==> src/include/aie_consts.vh <==
// constants for the add instruction execution unit
`ifndef AIE_CONSTS_VH
`define AIE_CONSTS_VH

// ----------------------------------------
// opcodes
// ----------------------------------------
`define AIE_OP_ADD_B_TO_A 8'h1B
`define AIE_OP_ADD_B_TO_IDX 8'h3A
`define AIE_OP_PAGE_Y 8'h18
`define AIE_OP_ADC_A_LIT 8'h89
`define AIE_OP_ADC_A_DIR 8'h99
`define AIE_OP_ADC_A_FULL 8'hB9
`define AIE_OP_ADC_A_XOFF 8'hA9
`define AIE_OP_ADC_B_LIT 8'hC9
`define AIE_OP_ADC_B_DIR 8'hD9
`define AIE_OP_ADC_B_FULL 8'hF9
`define AIE_OP_ADC_B_XOFF 8'hE9

// ----------------------------------------
// opcode fields of the add-with-carry group
// ----------------------------------------
`define AIE_ACC_SEL_BIT 6
`define AIE_MODE_HI 5
`define AIE_MODE_LO 4
`define AIE_MODE_LIT 2'h0
`define AIE_MODE_DIR 2'h1
`define AIE_MODE_OFF 2'h2
`define AIE_MODE_FULL 2'h3

// ----------------------------------------
// addresses
// ----------------------------------------
`define AIE_IDLE_ADDR 16'hFFFF
`define AIE_PAGE0_HI 8'h00
`define AIE_RESET_PC 16'h0000

// ----------------------------------------
// condition flag bit positions and reset value
// ----------------------------------------
`define AIE_CC_H 5
`define AIE_CC_N 3
`define AIE_CC_Z 2
`define AIE_CC_V 1
`define AIE_CC_C 0
`define AIE_CC_RESET 8'hD0

// ----------------------------------------
// load port selectors
// ----------------------------------------
`define AIE_LD_A 3'h0
`define AIE_LD_B 3'h1
`define AIE_LD_X 3'h2
`define AIE_LD_Y 3'h3
`define AIE_LD_CC 3'h4
`define AIE_LD_PC 3'h5

`endif

==> src/logic/aie_add_exec.v <==
// execution and bus sequencing for the add instruction group
`timescale 1ns/1ps
`include "aie_consts.vh"

module aie_add_exec
#(
   parameter [15:0] RESET_PC = `AIE_RESET_PC
)
(
   input wire core_clk,
   input wire arst_n,
   input wire run,
   input wire load_en,
   input wire [2:0] load_sel,
   input wire [15:0] load_data,
   output reg [15:0] bus_addr,
   output wire bus_rw,
   output wire bus_cycle,
   input wire [7:0] bus_rdata,
   output reg [7:0] accumulator_a,
   output reg [7:0] accumulator_b,
   output reg [15:0] index_x,
   output reg [15:0] index_y,
   output reg [7:0] condition_flags,
   output reg [15:0] pc,
   output reg [15:0] rel_target,
   output reg instr_done,
   output reg bad_opcode
);

   // ----------------------------------------
   // states
   // ----------------------------------------
   localparam [2:0] ST_FETCH = 3'h0;
   localparam [2:0] ST_PAGE2 = 3'h1;
   localparam [2:0] ST_IGN = 3'h2;
   localparam [2:0] ST_IDLE = 3'h3;
   localparam [2:0] ST_OPND1 = 3'h4;
   localparam [2:0] ST_OPND2 = 3'h5;
   localparam [2:0] ST_MEMRD = 3'h6;

   reg [2:0] state;
   reg [7:0] opc;
   reg use_y;
   reg [15:0] ea;
   reg [7:0] add_a;
   reg [7:0] add_m;
   reg add_cin;
   wire [7:0] sum;
   wire f_h;
   wire f_n;
   wire f_z;
   wire f_v;
   wire f_c;
   wire [1:0] mode;
   wire acc_b_sel;

   // ----------------------------------------
   // decode helpers
   // ----------------------------------------
   function is_adc;
      input [7:0] op;
      begin
         is_adc = (op == `AIE_OP_ADC_A_LIT) || (op == `AIE_OP_ADC_A_DIR) ||
                  (op == `AIE_OP_ADC_A_FULL) || (op == `AIE_OP_ADC_A_XOFF) ||
                  (op == `AIE_OP_ADC_B_LIT) || (op == `AIE_OP_ADC_B_DIR) ||
                  (op == `AIE_OP_ADC_B_FULL) || (op == `AIE_OP_ADC_B_XOFF);
      end
   endfunction

   function is_xoff;
      input [7:0] op;
      begin
         is_xoff = (op == `AIE_OP_ADC_A_XOFF) || (op == `AIE_OP_ADC_B_XOFF);
      end
   endfunction

   // every listed cycle is a read; the unit never writes
   assign bus_rw = 1'b1;
   // a fetch only starts when run is high; later cycles always run
   assign bus_cycle = (state != ST_FETCH) | run;

   assign mode = opc[`AIE_MODE_HI:`AIE_MODE_LO];
   assign acc_b_sel = opc[`AIE_ACC_SEL_BIT];

   // ----------------------------------------
   // bus address
   // ----------------------------------------
   always @*
   begin
      case (state)
         ST_IDLE: bus_addr = `AIE_IDLE_ADDR;
         ST_MEMRD: bus_addr = ea;
         default: bus_addr = pc;
      endcase
   end

   // ----------------------------------------
   // adder operand selection
   // ----------------------------------------
   always @*
   begin
      if (opc == `AIE_OP_ADD_B_TO_A)
      begin
         add_a = accumulator_a;
         add_m = accumulator_b;
         add_cin = 1'b0;
      end
      else
      begin
         add_a = acc_b_sel ? accumulator_b : accumulator_a;
         add_m = bus_rdata;
         add_cin = condition_flags[`AIE_CC_C];
      end
   end

   aie_adder u_adder
   (
      .opa(add_a),
      .opm(add_m),
      .cin(add_cin),
      .sum(sum),
      .half(f_h),
      .neg(f_n),
      .zero(f_z),
      .ovf(f_v),
      .carry(f_c)
   );

   // ----------------------------------------
   // sequencer and register file
   // ----------------------------------------
   always @(posedge core_clk or negedge arst_n)
   begin
      if (!arst_n)
      begin
         state <= ST_FETCH;
         opc <= 8'h00;
         use_y <= 1'b0;
         ea <= 16'h0000;
         pc <= RESET_PC;
         accumulator_a <= 8'h00;
         accumulator_b <= 8'h00;
         index_x <= 16'h0000;
         index_y <= 16'h0000;
         condition_flags <= `AIE_CC_RESET;
         rel_target <= 16'h0000;
         instr_done <= 1'b0;
         bad_opcode <= 1'b0;
      end
      else
      begin
         instr_done <= 1'b0;
         bad_opcode <= 1'b0;
         case (state)
            ST_FETCH:
            begin
               if (run)
               begin
                  opc <= bus_rdata;
                  pc <= pc + 16'h0001;
                  use_y <= 1'b0;
                  if (bus_rdata == `AIE_OP_PAGE_Y)
                  begin
                     use_y <= 1'b1;
                     state <= ST_PAGE2;
                  end
                  else if (bus_rdata == `AIE_OP_ADD_B_TO_A || bus_rdata == `AIE_OP_ADD_B_TO_IDX)
                     state <= ST_IGN;
                  else if (is_adc(bus_rdata))
                     state <= ST_OPND1;
                  else
                  begin
                     // foreign opcodes are skipped in one cycle
                     bad_opcode <= 1'b1;
                     instr_done <= 1'b1;
                  end
               end
               else if (load_en)
               begin
                  case (load_sel)
                     `AIE_LD_A: accumulator_a <= load_data[7:0];
                     `AIE_LD_B: accumulator_b <= load_data[7:0];
                     `AIE_LD_X: index_x <= load_data;
                     `AIE_LD_Y: index_y <= load_data;
                     `AIE_LD_CC: condition_flags <= load_data[7:0];
                     `AIE_LD_PC: pc <= load_data;
                     default: pc <= pc;
                  endcase
               end
            end
            ST_PAGE2:
            begin
               opc <= bus_rdata;
               pc <= pc + 16'h0001;
               if (bus_rdata == `AIE_OP_ADD_B_TO_IDX)
                  state <= ST_IGN;
               else if (is_xoff(bus_rdata))
                  state <= ST_OPND1;
               else
               begin
                  bad_opcode <= 1'b1;
                  instr_done <= 1'b1;
                  state <= ST_FETCH;
               end
            end
            ST_IGN:
            begin
               // next byte read and dropped; pc does not move
               if (opc == `AIE_OP_ADD_B_TO_A)
               begin
                  accumulator_a <= sum;
                  condition_flags[`AIE_CC_H] <= f_h;
                  condition_flags[`AIE_CC_N] <= f_n;
                  condition_flags[`AIE_CC_Z] <= f_z;
                  condition_flags[`AIE_CC_V] <= f_v;
                  condition_flags[`AIE_CC_C] <= f_c;
                  instr_done <= 1'b1;
                  state <= ST_FETCH;
               end
               else
                  state <= ST_IDLE;
            end
            ST_IDLE:
            begin
               if (opc == `AIE_OP_ADD_B_TO_IDX)
               begin
                  if (use_y)
                     index_y <= index_y + {8'h00, accumulator_b};
                  else
                     index_x <= index_x + {8'h00, accumulator_b};
                  instr_done <= 1'b1;
                  state <= ST_FETCH;
               end
               else
                  state <= ST_MEMRD;
            end
            ST_OPND1:
            begin
               pc <= pc + 16'h0001;
               // branch target kept for later units
               rel_target <= pc + 16'h0001 + {{8{bus_rdata[7]}}, bus_rdata};
               case (mode)
                  `AIE_MODE_LIT:
                  begin
                     if (acc_b_sel)
                        accumulator_b <= sum;
                     else
                        accumulator_a <= sum;
                     condition_flags[`AIE_CC_H] <= f_h;
                     condition_flags[`AIE_CC_N] <= f_n;
                     condition_flags[`AIE_CC_Z] <= f_z;
                     condition_flags[`AIE_CC_V] <= f_v;
                     condition_flags[`AIE_CC_C] <= f_c;
                     instr_done <= 1'b1;
                     state <= ST_FETCH;
                  end
                  `AIE_MODE_DIR:
                  begin
                     ea <= {`AIE_PAGE0_HI, bus_rdata};
                     state <= ST_MEMRD;
                  end
                  `AIE_MODE_FULL:
                  begin
                     ea[15:8] <= bus_rdata;
                     state <= ST_OPND2;
                  end
                  default:
                  begin
                     ea <= (use_y ? index_y : index_x) + {8'h00, bus_rdata};
                     state <= ST_IDLE;
                  end
               endcase
            end
            ST_OPND2:
            begin
               pc <= pc + 16'h0001;
               ea[7:0] <= bus_rdata;
               state <= ST_MEMRD;
            end
            ST_MEMRD:
            begin
               if (acc_b_sel)
                  accumulator_b <= sum;
               else
                  accumulator_a <= sum;
               condition_flags[`AIE_CC_H] <= f_h;
               condition_flags[`AIE_CC_N] <= f_n;
               condition_flags[`AIE_CC_Z] <= f_z;
               condition_flags[`AIE_CC_V] <= f_v;
               condition_flags[`AIE_CC_C] <= f_c;
               instr_done <= 1'b1;
               state <= ST_FETCH;
            end
            default:
               state <= ST_FETCH;
         endcase
      end
   end

endmodule

==> src/logic/aie_adder.v <==
// 8-bit adder with condition flag outputs
`timescale 1ns/1ps
`include "aie_consts.vh"

module aie_adder
(
   input wire [7:0] opa,
   input wire [7:0] opm,
   input wire cin,
   output wire [7:0] sum,
   output wire half,
   output wire neg,
   output wire zero,
   output wire ovf,
   output wire carry
);

   wire [8:0] full;

   assign full = {1'b0, opa} + {1'b0, opm} + {8'h00, cin};
   assign sum = full[7:0];
   // ----------------------------------------
   // flag formulas
   // ----------------------------------------
   assign half = (opa[3] & opm[3]) | (opm[3] & ~sum[3]) | (~sum[3] & opa[3]);
   assign neg = sum[7];
   assign zero = (sum == 8'h00);
   assign ovf = (opa[7] & opm[7] & ~sum[7]) | (~opa[7] & ~opm[7] & sum[7]);
   assign carry = (opa[7] & opm[7]) | (opm[7] & ~sum[7]) | (~sum[7] & opa[7]);

endmodule

==> config.mk <==
export PLATFORM = sky130hd
export DESIGN_NAME = aie_add_exec
export DESIGN_NICKNAME = d
export VERILOG_FILES = /design/src/logic/aie_add_exec.v /design/src/logic/aie_adder.v
export VERILOG_INCLUDE_DIRS = /design/src /design/src/include
export SDC_FILE = /design/constraint.sdc
export NUM_CORES = 1
export LEC_CHECK = 0
export BUFFER_PORTS_ARGS = -buffer_cell sky130_fd_sc_hd__buf_2
export CAP_MARGIN = 5
export CORE_ASPECT_RATIO = 1.1
export CORE_MARGIN = 2
export CORE_UTILIZATION = 55
export DETAILED_ROUTE_END_ITERATION = 8
export GPL_ROUTABILITY_DRIVEN = 0
export PLACE_DENSITY = 0.82
export SLEW_MARGIN = 20
export SYNTH_ARGS = -nofsm -noshare
export SYNTH_HDL_FRONTEND = slang
export SYNTH_SLANG_ARGS = --single-unit
==> constraint.sdc <==
create_clock -name core_clk -period 7.5 [get_ports core_clk]
set_clock_uncertainty 0.05 [all_clocks]
set_input_delay 1.125 -clock core_clk [delete_from_list [all_inputs] [get_ports core_clk]]
set_output_delay 1.125 -clock core_clk [all_outputs]
set_load 0.05 [all_outputs]
==> flow_summary.rst <==
.. list-table::
   :header-rows: 1

   * - Metric
     - Value
   * - Number of setup buffers added after CTS
     - 0
   * - Syn Area/Cell
     - 8.54 um2
   * - Number of non-filler instances in the completed layout
     - 1,382
   * - DRC errors left
     - 0
   * - Wire length after detailed routing
     - 27,700 um
   * - Most frequent cells in the layout
     - sky130_fd_sc_hd__buf_2, sky130_fd_sc_hd__nand2_1, sky130_fd_sc_hd__dfrtp_1
   * - Type of the worst min-delay path
     - register to register
   * - Overall overflow remaining after global route
     - 0
   * - Total number of clock tree sinks
     - 118
   * - Multiplexer fraction of the synthesized cell area
     - 7.66%
   * - Pins Over Slew Limit
     - 0
   * - First-pass GRT wire length
     - 44,000 um
   * - Top routing layer in use
     - met4
   * - Outcome
     - finished clean
   * - Category of the worst setup path capture point
     - register
   * - Count of inserted antenna diode cells
     - 0
   * - Share of final-layout standard cells stronger than drive strength 1
     - 18.7%
   * - LEAKAGE
     - 4.67 nW
   * - Placement Cell Area
     - 9830 um2
   * - Final core utilization
     - 63.5%
   * - Part of the Yosys area used for sequential elements
     - 32.4%
   * - Share of synthesized cell area in full adder, half adder and majority cells
     - 8.89%
   * - Share of the cycle needed by the critical path after routing
     - 62.0%
   * - Number of synthesized flops with an enable pin
     - 0
   * - Number of buffers created by CTS
     - 17
   * - Placeable core region
     - 16,300 um2
   * - Commonest register cell after synthesis
     - sky130_fd_sc_hd__dfrtp_1
   * - Synthesized netlist net count
     - 1,158
   * - Hold violation total from the final report
     - 0
   * - Switching part of the total power
     - 49.1%
   * - DR vias/cell
     - 6.42
   * - Max FO, Critical Path
     - 14
   * - Total power divided by cell area
     - 366 nW/um2
   * - Wire length on met2
     - 12,700 um
   * - Gates resized, CTS repair
     - 0
   * - Count of buffers inserted at the top-level ports
     - 137
   * - Detailed Route Iter0 Violations
     - 896
   * - Setup repair after global routing missed its margin
     - no
   * - Hold bufs inserted after CTS
     - 0
   * - Vias after detailed routing
     - 8,871
   * - Clock-pin slew on the worst setup and hold paths
     - 0.05 ns
   * - Sequential share of power
     - 28.7%
   * - DR WL/cell
     - 20.1 um
   * - Post-placement cell count
     - 1,352
   * - Combinational share of power
     - 51.6%
   * - Count of distinct cell types in the synthesized netlist
     - 76
   * - Relative slew slack
     - 27.9%
   * - Nature of the critical path startpoint
     - register
   * - H-tree depth
     - 4
   * - Post-Layout Inst Area
     - 10,400 um2
   * - Most common cell after layout, fill and taps aside
     - sky130_fd_sc_hd__buf_2
   * - Fraction of synthesis flops using an asynchronous set or reset pin
     - 100%
   * - Main combinational cell family by area after synthesis
     - compound AO/OA/AOI/OAI gates
   * - Pint
     - 1.93 mW
   * - Total standard cell area after synthesis
     - 9120 um2
   * - Yosys Warn Count
     - 0
   * - Antenna violations before repair
     - 0
   * - Via count of the first global-routing pass
     - 8,334
   * - TritonCTS clock tree
     - done
   * - Share of the synthesized area in compound gates (AO/OA/AOI/OAI)
     - 25.8%
   * - Post-DP HPWL
     - 20,100 um
   * - Min Hold Slack
     - 0.418 ns
   * - Clk Tree Root Cell
     - sky130_fd_sc_hd__clkbuf_16
   * - Post-synthesis instance total
     - 1,067
   * - Number of nets with antenna violations after routing
     - 0
   * - Fraction of synthesized cell area in xor and xnor cells
     - 3.65%
   * - Deepest clock path buffer count
     - 2
   * - Slew of the pin with the lowest slew margin
     - 1.07 ns
   * - Switching pwr
     - 1.86 mW
   * - Die Y
     - 139 um
   * - Initial core utilization
     - 55.9%
   * - Critical Path AT
     - 4.91 ns
   * - Sum of routed wire segments on met1
     - 11,100 um
   * - Total Neg Setup Slack
     - 0 ns
   * - Proportion of power drawn by the clock network
     - 19.7%
   * - Max rail drop VDD
     - 0.000255 V
   * - Std-Cell Rows
     - 49
   * - Flop and latch count out of synthesis
     - 118
   * - Number of max-capacitance violations reported
     - 0
   * - Detailed route wirelength on metal3
     - 2650 um
   * - Synth-to-layout area growth
     - 13.6%
   * - Final layout net count
     - 1,258
   * - Insertion delay to the later sink of the worst-skew pair
     - 0.42 ns
   * - Category of the most critical setup path
     - register to register
   * - CP required
     - 7.76 ns
   * - Pre-Repair DR Iteration Count
     - 6
   * - Share of synthesized cell area in and, or, nand and nor gates
     - 17.6%
   * - Post-route minimum period
     - 4.65 ns
   * - Overall fraction of global-route tracks in use
     - 31.7%
   * - Count of endpoints failing setup in the final report
     - 0
   * - Highest achievable clock rate
     - 215 MHz
   * - Top Ports
     - 139
   * - Die area
     - 17,600 um2
   * - Maximum number of pins on one net before global-route repair
     - 66
   * - Width of the chip
     - 127 um
[area by class of cell]
class	instances	area, um2
flip-flops and latches	118	2960
clock buffers	25	475
repair buffers	140	711
well taps	204	255
inverters	27	101
multi-input cells	863	5810
clock inverters	5	50.0
fillers	1398	5950
[sequential cells by signal, summed over array words and instances (netlist names)]
name	flops
condition_flags	8
bad_opcode	1
state	3
accumulator_a	8
ea	16
opc	8
rel_target	16
index_y	16
pc	16
index_x	16
instr_done	1
accumulator_b	8
use_y	1
[through the flow]
step	power [mW]	setup WS, ns
2_1_floorplan	2.52	3.48
3_3_place_gp	2.97	3.21
3_5_place_dp	3.01	3.00
4_1_cts	3.77	2.92
5_1_grt	4.00	2.55
6_report	3.79	2.85
[routing by layer]
layer	vias to the layer above	global-route usage (%)
met5	-	0
met4	0	14.9
met3	109	7.18
met2	480	49.9
met1	4175	41.6
li1	4107	-
[cell usage after synthesis (20+ instances only)]
master                     number  area share (%)
sky130_fd_sc_hd__nand2_1      126             5.2
sky130_fd_sc_hd__dfrtp_1      115              32
sky130_fd_sc_hd__nor2_1        87             3.6
sky130_fd_sc_hd__o21ai_0       85             4.7
sky130_fd_sc_hd__a21oi_1       83             4.6
sky130_fd_sc_hd__ha_1          52             7.1
sky130_fd_sc_hd__clkbuf_1      42             1.7
sky130_fd_sc_hd__mux2_2        38             4.7
sky130_fd_sc_hd__inv_1         27             1.1
sky130_fd_sc_hd__mux2i_1       27             3.0
sky130_fd_sc_hd__o22a_1        26             2.5
sky130_fd_sc_hd__a211oi_1      23             1.9
sky130_fd_sc_hd__o21a_1        23             1.9
sky130_fd_sc_hd__xnor2_1       23             2.2
sky130_fd_sc_hd__nand3_1       20             1.1
[path summary, 6_finish.rpt]
path	startpoint	end	slack (ns)	cells past startpoint
max	opc[5]	condition_flags[2]	2.85	17
min	rel_target[1]	rel_target[1]	0.42	2
max reg2reg	opc[5]	condition_flags[2]	2.85	17
min reg2reg	rel_target[1]	rel_target[1]	0.42	2
max in group asynchronous	arst_n	index_y[12]	5.35	2
min in group asynchronous	arst_n	bad_opcode	0.72	1
[logic make-up after synthesis]
group,Yosys count
flip-flops,118
XOR/XNOR,38
adder cells (fa/ha/maj),60
AND/OR/NAND/NOR,341
other,1
multiplexers,65
AO/OA/AOI/OAI,358
buffers and inverters,86
[critical path: stages, from the launching register on]
cell                       delay [ns]
sky130_fd_sc_hd__dfrtp_1         0.40
sky130_fd_sc_hd__inv_1           0.09
sky130_fd_sc_hd__ha_1            0.25
sky130_fd_sc_hd__nor4bb_1        0.38
sky130_fd_sc_hd__nand2_1         0.40
sky130_fd_sc_hd__a21o_1          0.31
sky130_fd_sc_hd__ha_1            0.27
sky130_fd_sc_hd__nor2b_1         0.13
sky130_fd_sc_hd__o21ai_0         0.35
sky130_fd_sc_hd__a21o_1          0.21
sky130_fd_sc_hd__o211ai_1        0.11
sky130_fd_sc_hd__a21oi_1         0.21
sky130_fd_sc_hd__fa_1            0.52
sky130_fd_sc_hd__nand4b_1        0.17
sky130_fd_sc_hd__nor2_1          0.05
sky130_fd_sc_hd__and4b_1         0.19
sky130_fd_sc_hd__a32o_1          0.19
sky130_fd_sc_hd__mux2_2          0.26
[power by group through the flow]
stage	sequential, mW	combinational [mW]	clock (mW)
global route	1.11	2.11	0.783
global placement	1.08	1.89	0
floorplan	1.52	1.00	0
finish	1.09	1.95	0.748
detailed placement	1.08	1.92	0
CTS	1.08	1.94	0.750
Power figures use the tool's default switching activity.
